$ cat src/rtl/dsem_map.svh
// register offsets, field positions, reset values and timing counts for the semaphore port controller
// assumes a 100 MHz pclk; included by bare name
`ifndef DSEM_MAP_SVH
`define DSEM_MAP_SVH
// register byte offsets
`define DSEM_CTRL_OFS 12'h000
`define DSEM_POLL_OFS 12'h004
`define DSEM_STAT_OFS 12'h008
`define DSEM_RDAT_OFS 12'h00C
`define DSEM_CFG_OFS 12'h010
// control fields
`define DSEM_CTRL_GO 0
`define DSEM_CTRL_OP_LO 1
`define DSEM_CTRL_IDX_LO 4
`define DSEM_CTRL_RETRY 8
// status fields
`define DSEM_STAT_BUSY 0
`define DSEM_STAT_DONE 1
`define DSEM_STAT_WON 2
`define DSEM_STAT_OWN_LO 8
// reset values
`define DSEM_POLL_RST 8'h10
`define DSEM_CFG_RST 1'b0
// timing in ns and derived cycle counts (least times round up)
`define DSEM_CLK_NS 10
`define DSEM_SETUP_NS 20
`define DSEM_WPULSE_NS 30
`define DSEM_ACCESS_NS 40
`define DSEM_GAP_NS 20
`define DSEM_SETUP_CYC ((`DSEM_SETUP_NS + `DSEM_CLK_NS - 1) / `DSEM_CLK_NS)
`define DSEM_WPULSE_CYC ((`DSEM_WPULSE_NS + `DSEM_CLK_NS - 1) / `DSEM_CLK_NS)
`define DSEM_ACCESS_CYC ((`DSEM_ACCESS_NS + `DSEM_CLK_NS - 1) / `DSEM_CLK_NS)
`define DSEM_GAP_CYC ((`DSEM_GAP_NS + `DSEM_CLK_NS - 1) / `DSEM_CLK_NS)
// pin synchroniser latency in cycles, added to every read wait
`define DSEM_SYNC_CYC 3
`endif

$ cat src/rtl/dsem_pkg.sv
// types shared by the semaphore port controller and its bench
// assumes nothing beyond the map header for numbers
package dsem_pkg;
	// pins of one ram port, driven by the controller
	typedef struct packed {
		logic token_flag_select_n;
		logic ce_n;
		logic rw_n;
		logic oe_n;
		logic [2:0] flag_index_lines;
		logic [17:0] dq_out;
		logic dq_oe_n;
	} dsem_pins_t;
	// operations software can start
	typedef enum logic [1:0] {
		DSEM_OP_ACQ = 2'b00,
		DSEM_OP_REL = 2'b01,
		DSEM_OP_INIT = 2'b10,
		DSEM_OP_READ = 2'b11
	} dsem_op_t;
	// sequencer states
	typedef enum logic [2:0] {
		DSEM_IDLE = 3'b000,
		DSEM_WSET = 3'b001,
		DSEM_WPUL = 3'b010,
		DSEM_WREC = 3'b011,
		DSEM_RACC = 3'b100,
		DSEM_GAP = 3'b101,
		DSEM_FIN = 3'b110
	} dsem_state_t;
endpackage : dsem_pkg

$ cat src/rtl/dsem_host.sv
// controller driving one port of a dual-port ram semaphore block, with an apb register file
// assumes the ram port pins are asynchronous to pclk; busy comes from the array master
`timescale 1ns/10ps
`include "dsem_map.svh"

// Behaviour
// - only one ram per address range may be strapped master
// - address and enables held stable a setup time before write pulse
// - flags active low: write zero requests, write one releases
// - select and output enable drop between successive poll reads
// - acquire writes zero first, then reads back to confirm
// - failed acquire keeps polling or writes one to withdraw
// - init writes one to all eight flags
module dsem_host (
	input wire logic pclk,
	input wire logic presetn,
	input wire logic psel,
	input wire logic penable,
	input wire logic pwrite,
	input wire logic [11:0] paddr,
	input wire logic [31:0] pwdata,
	output logic [31:0] prdata,
	output logic pready,
	output logic pslverr,
	output dsem_pkg::dsem_pins_t pins,
	input wire logic [17:0] dq_in,
	input wire logic busy_n,
	output logic role_master
);
	// ==========================================================
	// pin input synchronisers
	logic [17:0] dq_s1_reg, dq_s2_reg, dq_s3_reg;
	logic busy_s1_reg, busy_s2_reg, busy_s3_reg;
	logic busy_seen_reg;
	// second and third stages act as agreement check, never the first
	always_ff @(posedge pclk or negedge presetn) begin
		if (!presetn) begin
			dq_s1_reg <= 18'h00000;
			dq_s2_reg <= 18'h00000;
			dq_s3_reg <= 18'h00000;
			busy_s1_reg <= 1'b1;
			busy_s2_reg <= 1'b1;
			busy_s3_reg <= 1'b1;
		end else begin
			dq_s1_reg <= dq_in;
			dq_s2_reg <= dq_s1_reg;
			dq_s3_reg <= dq_s2_reg;
			busy_s1_reg <= busy_n;
			busy_s2_reg <= busy_s1_reg;
			busy_s3_reg <= busy_s2_reg;
		end
	end

	// busy level changes only once two stages agree
	always_ff @(posedge pclk or negedge presetn) begin
		if (!presetn) begin
			busy_seen_reg <= 1'b0;
		end else if (busy_s2_reg == busy_s3_reg) begin
			busy_seen_reg <= !busy_s3_reg;
		end
	end

	// ==========================================================
	// register file
	logic [7:0] poll_limit_reg;
	logic cfg_master_reg;
	logic done_reg;
	logic won_reg;
	logic [7:0] own_reg;
	logic [17:0] rdat_reg;
	logic [31:0] prdata_reg;
	logic go_pulse;
	logic [1:0] op_field;
	logic [2:0] idx_field;
	logic retry_field;
	logic wr_acc;
	logic mapped;
	logic busy;
	logic fin_evt;

	assign wr_acc = psel && penable && pwrite;
	assign mapped = (paddr == `DSEM_CTRL_OFS) || (paddr == `DSEM_POLL_OFS) || (paddr == `DSEM_STAT_OFS)
		|| (paddr == `DSEM_RDAT_OFS) || (paddr == `DSEM_CFG_OFS);
	assign op_field = pwdata[`DSEM_CTRL_OP_LO +: 2];
	assign idx_field = pwdata[`DSEM_CTRL_IDX_LO +: 3];
	assign retry_field = pwdata[`DSEM_CTRL_RETRY];
	// start is ignored while a sequence runs
	assign go_pulse = wr_acc && (paddr == `DSEM_CTRL_OFS) && pwdata[`DSEM_CTRL_GO] && !busy;
	// zero wait states; unmapped offsets answer with an error
	assign pready = 1'b1;
	assign pslverr = psel && penable && !mapped;
	assign prdata = prdata_reg;
	assign role_master = cfg_master_reg;

	// software writable settings
	always_ff @(posedge pclk or negedge presetn) begin
		if (!presetn) begin
			poll_limit_reg <= `DSEM_POLL_RST;
			cfg_master_reg <= `DSEM_CFG_RST;
		end else if (wr_acc) begin
			if (paddr == `DSEM_POLL_OFS) begin
				poll_limit_reg <= pwdata[7:0];
			end
			if (paddr == `DSEM_CFG_OFS) begin
				cfg_master_reg <= pwdata[0];
			end
		end
	end

	// done is sticky; completion wins over a write-one clear in the same cycle
	always_ff @(posedge pclk or negedge presetn) begin
		if (!presetn) begin
			done_reg <= 1'b0;
		end else if (fin_evt) begin
			done_reg <= 1'b1;
		end else if (go_pulse || (wr_acc && (paddr == `DSEM_STAT_OFS) && pwdata[`DSEM_STAT_DONE])) begin
			done_reg <= 1'b0;
		end
	end

	// read data captured in the setup cycle so it comes from a flop
	always_ff @(posedge pclk or negedge presetn) begin
		if (!presetn) begin
			prdata_reg <= 32'h00000000;
		end else if (psel && !penable) begin
			case (paddr)
				`DSEM_POLL_OFS: prdata_reg <= {24'h000000, poll_limit_reg};
				`DSEM_STAT_OFS: prdata_reg <= {16'h0000, own_reg, 5'h00, won_reg, done_reg, busy};
				`DSEM_RDAT_OFS: prdata_reg <= {14'h0000, rdat_reg};
				`DSEM_CFG_OFS: prdata_reg <= {31'h00000000, cfg_master_reg};
				default: prdata_reg <= 32'h00000000;
			endcase
		end
	end

	// ==========================================================
	// port sequencer
	dsem_pkg::dsem_state_t state_reg;
	dsem_pkg::dsem_op_t op_reg;
	logic [2:0] idx_reg;
	logic retry_reg;
	logic wval_reg;
	logic [3:0] cnt_reg;
	logic [7:0] polls_reg;
	logic read_zero;
	logic read_stable;

	assign busy = (state_reg != dsem_pkg::DSEM_IDLE);
	assign fin_evt = (state_reg == dsem_pkg::DSEM_FIN);
	assign read_stable = (dq_s2_reg == dq_s3_reg);
	// flag is copied to every bit; bit zero suffices once stable
	assign read_zero = !dq_s3_reg[0];

	// state, counters and latched command
	always_ff @(posedge pclk or negedge presetn) begin
		if (!presetn) begin
			state_reg <= dsem_pkg::DSEM_IDLE;
			op_reg <= dsem_pkg::DSEM_OP_ACQ;
			idx_reg <= 3'h0;
			retry_reg <= 1'b0;
			wval_reg <= 1'b1;
			cnt_reg <= 4'h0;
			polls_reg <= 8'h00;
		end else begin
			case (state_reg)
				dsem_pkg::DSEM_IDLE: begin
					if (go_pulse) begin
						op_reg <= dsem_pkg::dsem_op_t'(op_field);
						idx_reg <= (op_field == dsem_pkg::DSEM_OP_INIT) ? 3'h0 : idx_field;
						retry_reg <= retry_field;
						polls_reg <= 8'h00;
						cnt_reg <= 4'h0;
						// acquire writes zero before any read
						wval_reg <= (op_field != dsem_pkg::DSEM_OP_ACQ);
						state_reg <= (op_field == dsem_pkg::DSEM_OP_READ) ? dsem_pkg::DSEM_RACC
							: dsem_pkg::DSEM_WSET;
					end
				end
				dsem_pkg::DSEM_WSET: begin
					// hold address and enables, and wait out a slave write inhibit
					if (busy_seen_reg) begin
						cnt_reg <= 4'h0;
					end else if (cnt_reg == 4'(`DSEM_SETUP_CYC - 1)) begin
						cnt_reg <= 4'h0;
						state_reg <= dsem_pkg::DSEM_WPUL;
					end else begin
						cnt_reg <= cnt_reg + 4'h1;
					end
				end
				dsem_pkg::DSEM_WPUL: begin
					if (cnt_reg == 4'(`DSEM_WPULSE_CYC - 1)) begin
						cnt_reg <= 4'h0;
						state_reg <= dsem_pkg::DSEM_WREC;
					end else begin
						cnt_reg <= cnt_reg + 4'h1;
					end
				end
				dsem_pkg::DSEM_WREC: begin
					cnt_reg <= 4'h0;
					if (op_reg == dsem_pkg::DSEM_OP_INIT && idx_reg != 3'h7) begin
						idx_reg <= idx_reg + 3'h1;
						state_reg <= dsem_pkg::DSEM_WSET;
					end else if (op_reg == dsem_pkg::DSEM_OP_ACQ && !wval_reg) begin
						state_reg <= dsem_pkg::DSEM_RACC;
					end else begin
						state_reg <= dsem_pkg::DSEM_FIN;
					end
				end
				dsem_pkg::DSEM_RACC: begin
					// access time plus synchroniser delay, else the chain still shows the old bus
					if (cnt_reg < 4'(`DSEM_ACCESS_CYC + `DSEM_SYNC_CYC)) begin
						cnt_reg <= cnt_reg + 4'h1;
					end else if (read_stable) begin
						cnt_reg <= 4'h0;
						if (op_reg != dsem_pkg::DSEM_OP_ACQ || read_zero) begin
							state_reg <= dsem_pkg::DSEM_FIN;
						end else if (retry_reg && polls_reg != poll_limit_reg) begin
							polls_reg <= polls_reg + 8'h1;
							state_reg <= dsem_pkg::DSEM_GAP;
						end else begin
							wval_reg <= 1'b1;
							state_reg <= dsem_pkg::DSEM_WSET;
						end
					end
				end
				dsem_pkg::DSEM_GAP: begin
					// select and output enable stay high so the port relatches
					if (cnt_reg == 4'(`DSEM_GAP_CYC - 1)) begin
						cnt_reg <= 4'h0;
						state_reg <= dsem_pkg::DSEM_RACC;
					end else begin
						cnt_reg <= cnt_reg + 4'h1;
					end
				end
				dsem_pkg::DSEM_FIN: begin
					state_reg <= dsem_pkg::DSEM_IDLE;
				end
				default: begin
					state_reg <= dsem_pkg::DSEM_IDLE;
				end
			endcase
		end
	end

	// last read word and acquire outcome; ownership map is software bookkeeping only
	always_ff @(posedge pclk or negedge presetn) begin
		if (!presetn) begin
			rdat_reg <= 18'h00000;
			won_reg <= 1'b0;
			own_reg <= 8'h00;
		end else if (state_reg == dsem_pkg::DSEM_RACC && read_stable
			&& cnt_reg >= 4'(`DSEM_ACCESS_CYC + `DSEM_SYNC_CYC)) begin
			rdat_reg <= dq_s3_reg;
			won_reg <= read_zero;
			own_reg[idx_reg] <= read_zero;
		end else if (state_reg == dsem_pkg::DSEM_WREC && wval_reg) begin
			won_reg <= 1'b0;
			own_reg[idx_reg] <= 1'b0;
		end
	end

	// ==========================================================
	// port pin drive, all from flops
	always_ff @(posedge pclk or negedge presetn) begin
		if (!presetn) begin
			pins <= '{token_flag_select_n: 1'b1, ce_n: 1'b1, rw_n: 1'b1, oe_n: 1'b1,
				flag_index_lines: 3'h0, dq_out: 18'h00000, dq_oe_n: 1'b1};
		end else begin
			// ram chip enable never asserted: only flag space is used
			pins.ce_n <= 1'b1;
			pins.flag_index_lines <= idx_reg;
			// only bit zero matters to the flag; drive it across for clarity
			pins.dq_out <= {18{wval_reg}};
			case (state_reg)
				dsem_pkg::DSEM_WSET, dsem_pkg::DSEM_WPUL: begin
					pins.token_flag_select_n <= 1'b0;
					pins.oe_n <= 1'b1;
					pins.dq_oe_n <= 1'b0;
					pins.rw_n <= !(state_reg == dsem_pkg::DSEM_WPUL);
				end
				dsem_pkg::DSEM_RACC: begin
					pins.token_flag_select_n <= 1'b0;
					pins.oe_n <= 1'b0;
					pins.rw_n <= 1'b1;
					pins.dq_oe_n <= 1'b1;
				end
				default: begin
					// standby between cycles; also ends each poll read
					pins.token_flag_select_n <= 1'b1;
					pins.oe_n <= 1'b1;
					pins.rw_n <= 1'b1;
					pins.dq_oe_n <= (state_reg == dsem_pkg::DSEM_WREC) ? 1'b0 : 1'b1;
				end
			endcase
		end
	end
endmodule : dsem_host

$ cat config.mk
export PLATFORM = sky130hd
export DESIGN_NAME = dsem_host
export DESIGN_NICKNAME = d
export VERILOG_FILES = /design/src/rtl/dsem_pkg.sv /design/src/rtl/dsem_host.sv
export VERILOG_INCLUDE_DIRS = /design/src /design/src/rtl
export SDC_FILE = /design/constraint.sdc
export NUM_CORES = 1
export LEC_CHECK = 0
export CAP_MARGIN = 25
export CORE_MARGIN = 2
export CORE_UTILIZATION = 60
export DETAILED_ROUTE_END_ITERATION = 10
export DONT_BUFFER_PORTS = 1
export PLACE_DENSITY = 0.83
export SYNTH_ARGS = -nofsm -noshare
export SYNTH_HDL_FRONTEND = slang
export SYNTH_SLANG_ARGS = --single-unit
$ cat constraint.sdc
create_clock -name pclk -period 4.24 [get_ports pclk]
set_input_delay 0.424 -clock pclk [delete_from_list [all_inputs] [get_ports pclk]]
set_output_delay 0.424 -clock pclk [all_outputs]
set_load 0.005 [all_outputs]
# ---- After elaboration in Yosys (flattened, before gate mapping)
# Cells that the tools add are included.
dict set report totals {
  out_inout_bits 61
  elab_cells 167
  register_bits 157
  input_bits 68
}
dict set report op_classes {
  n_eq_ne 31
  n_reduce_logical 50
  n_lt_le_gt_ge 4
  addsub 3
  mux 50
  bitwise_logic 2
}
# op n
set op_table {}
lappend op_table {{18-bit one-hot mux with 4 select lines} 1}
lappend op_table {{8-bit two-way mux} 7}
lappend op_table {{3-bit two-way mux} 14}
lappend op_table {{12-bit by 4-bit equality test with 1-bit output, second input constant} 2}
lappend op_table {{4-bit two-way mux} 6}
lappend op_table {{4-bit one-hot mux with 6 select lines} 1}
lappend op_table {{2-bit inequality test, second input constant} 11}
lappend op_table {{18-bit equality test} 1}
lappend op_table {{3-bit one-hot mux with 6 select lines} 1}
lappend op_table {{1-bit logical AND} 16}
lappend op_table {{8-bit one-hot mux with 2 select lines} 1}
lappend op_table {{12-bit by 3-bit equality test with 1-bit output, second input constant} 1}
lappend op_table {{12-bit by 5-bit equality test with 1-bit output, second input constant} 1}
lappend op_table {{12-bit zero test} 1}
lappend op_table {{1-bit two-way mux} 12}
lappend op_table {{6-bit AND reduction} 2}
lappend op_table {{2-bit nonzero test} 6}
lappend op_table {{3-bit equality test, second input constant} 3}
lappend op_table {{8-bit by 1-bit adder with 8-bit output, second input constant} 1}
lappend op_table {{8-bit AND} 1}
lappend op_table {{8-bit bitwise mux} 1}
lappend op_table {{8-bit inequality test} 1}
lappend op_table {{8-bit inverter} 1}
lappend op_table {{1-bit zero test} 7}
lappend op_table {{28 further kinds} 41}

# ---- Longest topological paths before layout
dict set report depth {
  depth_word 8
  depth_mapped 8
  ltp_nobuf 8
}

# ---- Worst setup path after synthesis
# OpenSTA, ideal clock, no wires.
dict set report synth_timing {
  kind {input port to flip-flop}
  start {input paddr[9]}
  end {register wval_reg}
  stages 7
  arrival_ns 1.956
  setup_time_ns 0.085
  setup_slack_ns 2.199
  required_time_ns 4.155
  n_path_buf 1
  path_cell_list {nor4_2 -> nand3_1 -> o31a_1 -> o31a_1 -> buf_6 -> nor3_2 -> mux2_1}
}
dict set report synth_between {
  elab_chain_cells 6
}
# item line
set synth_rtl {}
lappend synth_rtl {{start, declared} dsem_host.sv:20} ;# input wire logic [11:0] paddr,
lappend synth_rtl {{12-bit zero test (no line)} n/a}
lappend synth_rtl {{1-bit logical AND (3 in series)} dsem_host.sv:88} ;# assign go_pulse = wr_acc && (paddr == `DSEM_CTRL_OFS) && pwdata[`DSEM_CTRL_GO] && !busy;
lappend synth_rtl {{2-bit inequality test (no line)} n/a}
lappend synth_rtl {{6-bit AND reduction (no line)} n/a}
lappend synth_rtl {{end signal, assigned} dsem_host.sv:174} ;# wval_reg <= (op_field != dsem_pkg::DSEM_OP_ACQ);
lappend synth_rtl {{end, declared} dsem_host.sv:142} ;# logic wval_reg;
# Every way passes these cells.
# A chain may end at the register's enable or synchronous reset.

# ---- Worst setup path after layout
dict set report layout_timing {
  start {register state_reg[0]}
  end {register rdat_reg[15]}
}
dict set report layout_between {
  elab_chain_cells 3
}
# item line
set layout_rtl {}
lappend layout_rtl {{start, declared} dsem_host.sv:138} ;# dsem_pkg::dsem_state_t state_reg;
lappend layout_rtl {{start signal, assigned} dsem_host.sv:157} ;# state_reg <= dsem_pkg::DSEM_IDLE;
lappend layout_rtl {{start signal, assigned} dsem_host.sv:175} ;# state_reg <= (op_field == dsem_pkg::DSEM_OP_READ) ? dsem_pkg::DSEM_RACC
lappend layout_rtl {{start signal, assigned} dsem_host.sv:185} ;# state_reg <= dsem_pkg::DSEM_WPUL;
lappend layout_rtl {{3-bit equality test} dsem_host.sv:251} ;# end else if (state_reg == dsem_pkg::DSEM_RACC && read_stable
lappend layout_rtl {{1-bit logical AND (2 in series)} dsem_host.sv:251}
lappend layout_rtl {{end signal, assigned} dsem_host.sv:253} ;# rdat_reg <= dq_s3_reg;
lappend layout_rtl {{end, declared} dsem_host.sv:70} ;# logic [17:0] rdat_reg;
# Every way passes these cells.

==> run_results.csv <==
group,metric,value,unit
clock_network,post-cts-setup-buffer-count,0,
logic_synthesis,register_bit_count_reported_by_yosys,143,
die,core,0.0102,mm²
routing,detailroute.via_count,3987,
critical_path,cp_num_buf_inv,1,
critical_path,worstSetupStartpoint,"state_reg[0]",
global_route,grt_first_pass_wirelength,20.6,mm
sta,max_freq,328,MHz
sta,timing.clock.skew,6.44,ps
power_and_ir_drop,worst_ir_drop_vdd,0.381,mV
critical_path,critical_path.max_stage_delay,690,ps
logic_synthesis,synth_compound_gate_area_share,11.2,%
critical_path,timing.critical_path.slowest_stage_cell,"nor3_2",
logic_synthesis,synth-xor-area-share,3.82,%
power_and_ir_drop,p_leak,3.14,nW
global_route,grt_util_all_layers,24.5,%
run_status,status,"finished, final reports clean",
routing,avgViaCountPerCell,5.92,
clock_network,cts_tree,"built",
power_and_ir_drop,power.density,508,mW/mm²
sta,final.min_clock_period,3050,ps
sta,fin_tns_setup,0,ps
critical_path,reg2reg_from,"state_reg[0]",
logic_synthesis,synth_mux_area_share,7.42,%
critical_path,timing.reg2reg.worst_path_depth,6,
global_route,globalRouteOverflowTotal,0,
global_route,antenna_violations_before_repair,0,
critical_path,r2r_setup_slack,1190,ps
sta,finalHoldViolCount,0,
logic_synthesis,gate_count_after_technology_mapping,521,
critical_path,crit_chain,"nor2_4 > nand2_1 > or2_1 > nor3_2 > buf_4 > mux2_2",
routing,route.final.wire_length,12.8,mm
placement,port_buffers,0,
logic_synthesis,synth_simple_gate_area_share,12.3,%
layout,final_core_util,67.8,%
clock_network,cts_made_buffers,17,
critical_path,worst-endpoint-required,4660,ps
sta,relSlewSlack,39.7,%
sta,worst_pin_slew,899,ps
logic_synthesis,synth_ff_type,"dfrtp_1",
global_route,first_global_vias,3939,
worst_hold_path,hold_class,"in2reg",
logic_synthesis,post_synth_instance_area,0.00618,mm²
layout,finish.instance_area,0.00691,mm²
routing,ant_nets,0,
global_route,maximum_number_of_pins_on_one_net_before_global_route_repair,144,
routing,starting_drt_drc_count,442,
sta,post-route-period-util,72.0,%
die,ios,129,
critical_path,crit_path_end,"rdat_reg[15]",
logic_synthesis,synth_top_family_by_area,"simple AND/OR/NAND/NOR gates",
job,drv_cap,0,
critical_path,timing.critical_path.to_type,"flip-flop",
logic_synthesis,async_flop_share,100,%
logic_synthesis,synth.yosys.warnings,0,
sta,timing.hold.ws,35.9,ps
clock_network,worst_skew_pair_latency,540,ps
routing,drc_errors,0,
critical_path,rr_endpoint,"rdat_reg[15]",
layout,synthToLayoutAreaGrowth,11.7,%
placement,place_congestion,0.867,
layout,final_common_cell,"dfrtp_1",
layout,most_frequent_cells_in_the_layout,"134 x dfrtp_1, 44 x nand2_1, 34 x o21ai_0",
clock_network,ctsLongestPathBuffers,2,
critical_path,cp_max_fo,17,
sta,setup_viol_count_final,0,
die,start_util,60.7,%
die,design.die.area,0.0111,mm²
die,core.rowCount,37,
routing,firstDrtPassIters,5,
logic_synthesis,post_synthesis_sequential_area_ratio,58.0,%
critical_path,timing.critical_path.max_delay_family,"simple AND/OR/NAND/NOR gates",
sta,grt_setup_unrepaired,"no",
clock_network,cts_sinks,143,
logic_synthesis,synth-adder-area-share,1.21,%
critical_path,worst-path-stages,6,
sta,final_max_slew_viol_count,0,
layout,num-nets-final,598,
die,fp.dieW,106,µm
die,die_y,106,µm
logic_synthesis,syn-mean-instance-area,11.9,µm²
placement,placed_area,0.00608,mm²
placement,post_detail_place_hpwl,8.66,mm
critical_path,cp_data_arrival_time,3470,ps
critical_path,criticalPathCategory,"reg2reg",
clock_network,clk_root_buffer_cell,"clkbuf_8",
routing,drt-wirelength-per-cell,19.0,µm
logic_synthesis,yosys_cell_types,58,
power_and_ir_drop,design_power_total,3.51,mW
critical_path,startpoint_type,"flip-flop",
clock_network,htree_num_levels,4,
logic_synthesis,synth_enable_flop_cells,0,
clock_network,path_clk_slew,70,ps
layout,layout-drive-gt1-share,16.6,%
final cells by class:
cell class                      instances  area (µm²)
Inverter                                6        22.5
Clock buffer                           18         428
Timing Repair Buffer                   23         260
Tap cell                              136         170
Antenna cell                            1        2.50
Clock inverter                         14         146
Multi-Input combinational cell        333        2290
Fill cell                             683        3280
Sequential cell                       143        3590
worst register-to-register path: stages, from the launching register on:
cell     delay, ps
dfrtp_1        590
nor2_4         290
nand2_1        240
or2_1          370
nor3_2         690
buf_4          360
mux2_2         380
where the power goes:
| part | total (mW) | switching, mW | internal (mW) | leakage [nW] |
|---|---|---|---|---|
| sequential | 1.59 | 0.132 | 1.46 | 1.82 |
| clock | 1.44 | 0.622 | 0.818 | 0.284 |
| combinational | 0.478 | 0.293 | 0.186 | 1.04 |
layer usage:
| metal | up-vias | global-route usage [%] | routed length [µm] |
|---|---|---|---|
| met5 | - | 0 | 0 |
| met1 | 1953 | 33.2 | 5270 |
| li1 | 1806 | - | - |
| met4 | 0 | 11.5 | 377 |
| met2 | 198 | 36.3 | 6010 |
| met3 | 30 | 7.73 | 1180 |
through the flow:
| stage | worst slack [ps] | cells |
|---|---|---|
| floorplan | 2200 | 535 |
| global placement | 1310 | 619 |
| detailed placement | 1300 | 619 |
| CTS | 1220 | 672 |
| global route | 1050 | 673 |
| finish | 1190 | 674 |
timing repair:
action                     4_1_cts  5_1_grt
gates resized for setup          0        0
setup endpoints to repair        0        0
hold buffers                    21        0
hold endpoints to repair       162        0
cells by family after synthesis:
kind of cell | count (synthesis)
multiplexers | 42
adder cells (fa/ha/maj) | 6
AND/OR/NAND/NOR | 140
XOR/XNOR | 27
AO/OA/AOI/OAI | 102
buffers and inverters | 59
other | 2
flip-flops | 143
synth_stat cells (all sizes together) (9+ instances only):
cell	count	area, µm²
mux2i	11	110
clkbuf	11	41.3
dfstp	9	236
mux2	31	349
buf	42	298
nand2	44	165
xor2	25	219
nor2	23	93.8
a21oi	12	60.1
o21ai	35	175
o31ai	23	173
dfrtp	134	3350
nor4	11	87.6
nand3	15	87.6
worst min path at each step:
stage | start | to | slack, ps | cells after the start
2_1_floorplan | presetn | busy_seen_reg | 130 | 0
6_report | pwdata[8] | retry_reg | 40 | 1
4_1_cts | pwdata[0] | role_master | 30 | 1
3_5_place_dp | presetn | dq_s1_reg[5] | 130 | 0
5_1_grt | pwdata[0] | role_master | 20 | 1
3_3_place_gp | presetn | dq_s1_reg[5] | 130 | 0
No activity file was read; power rests on OpenSTA's default activity.
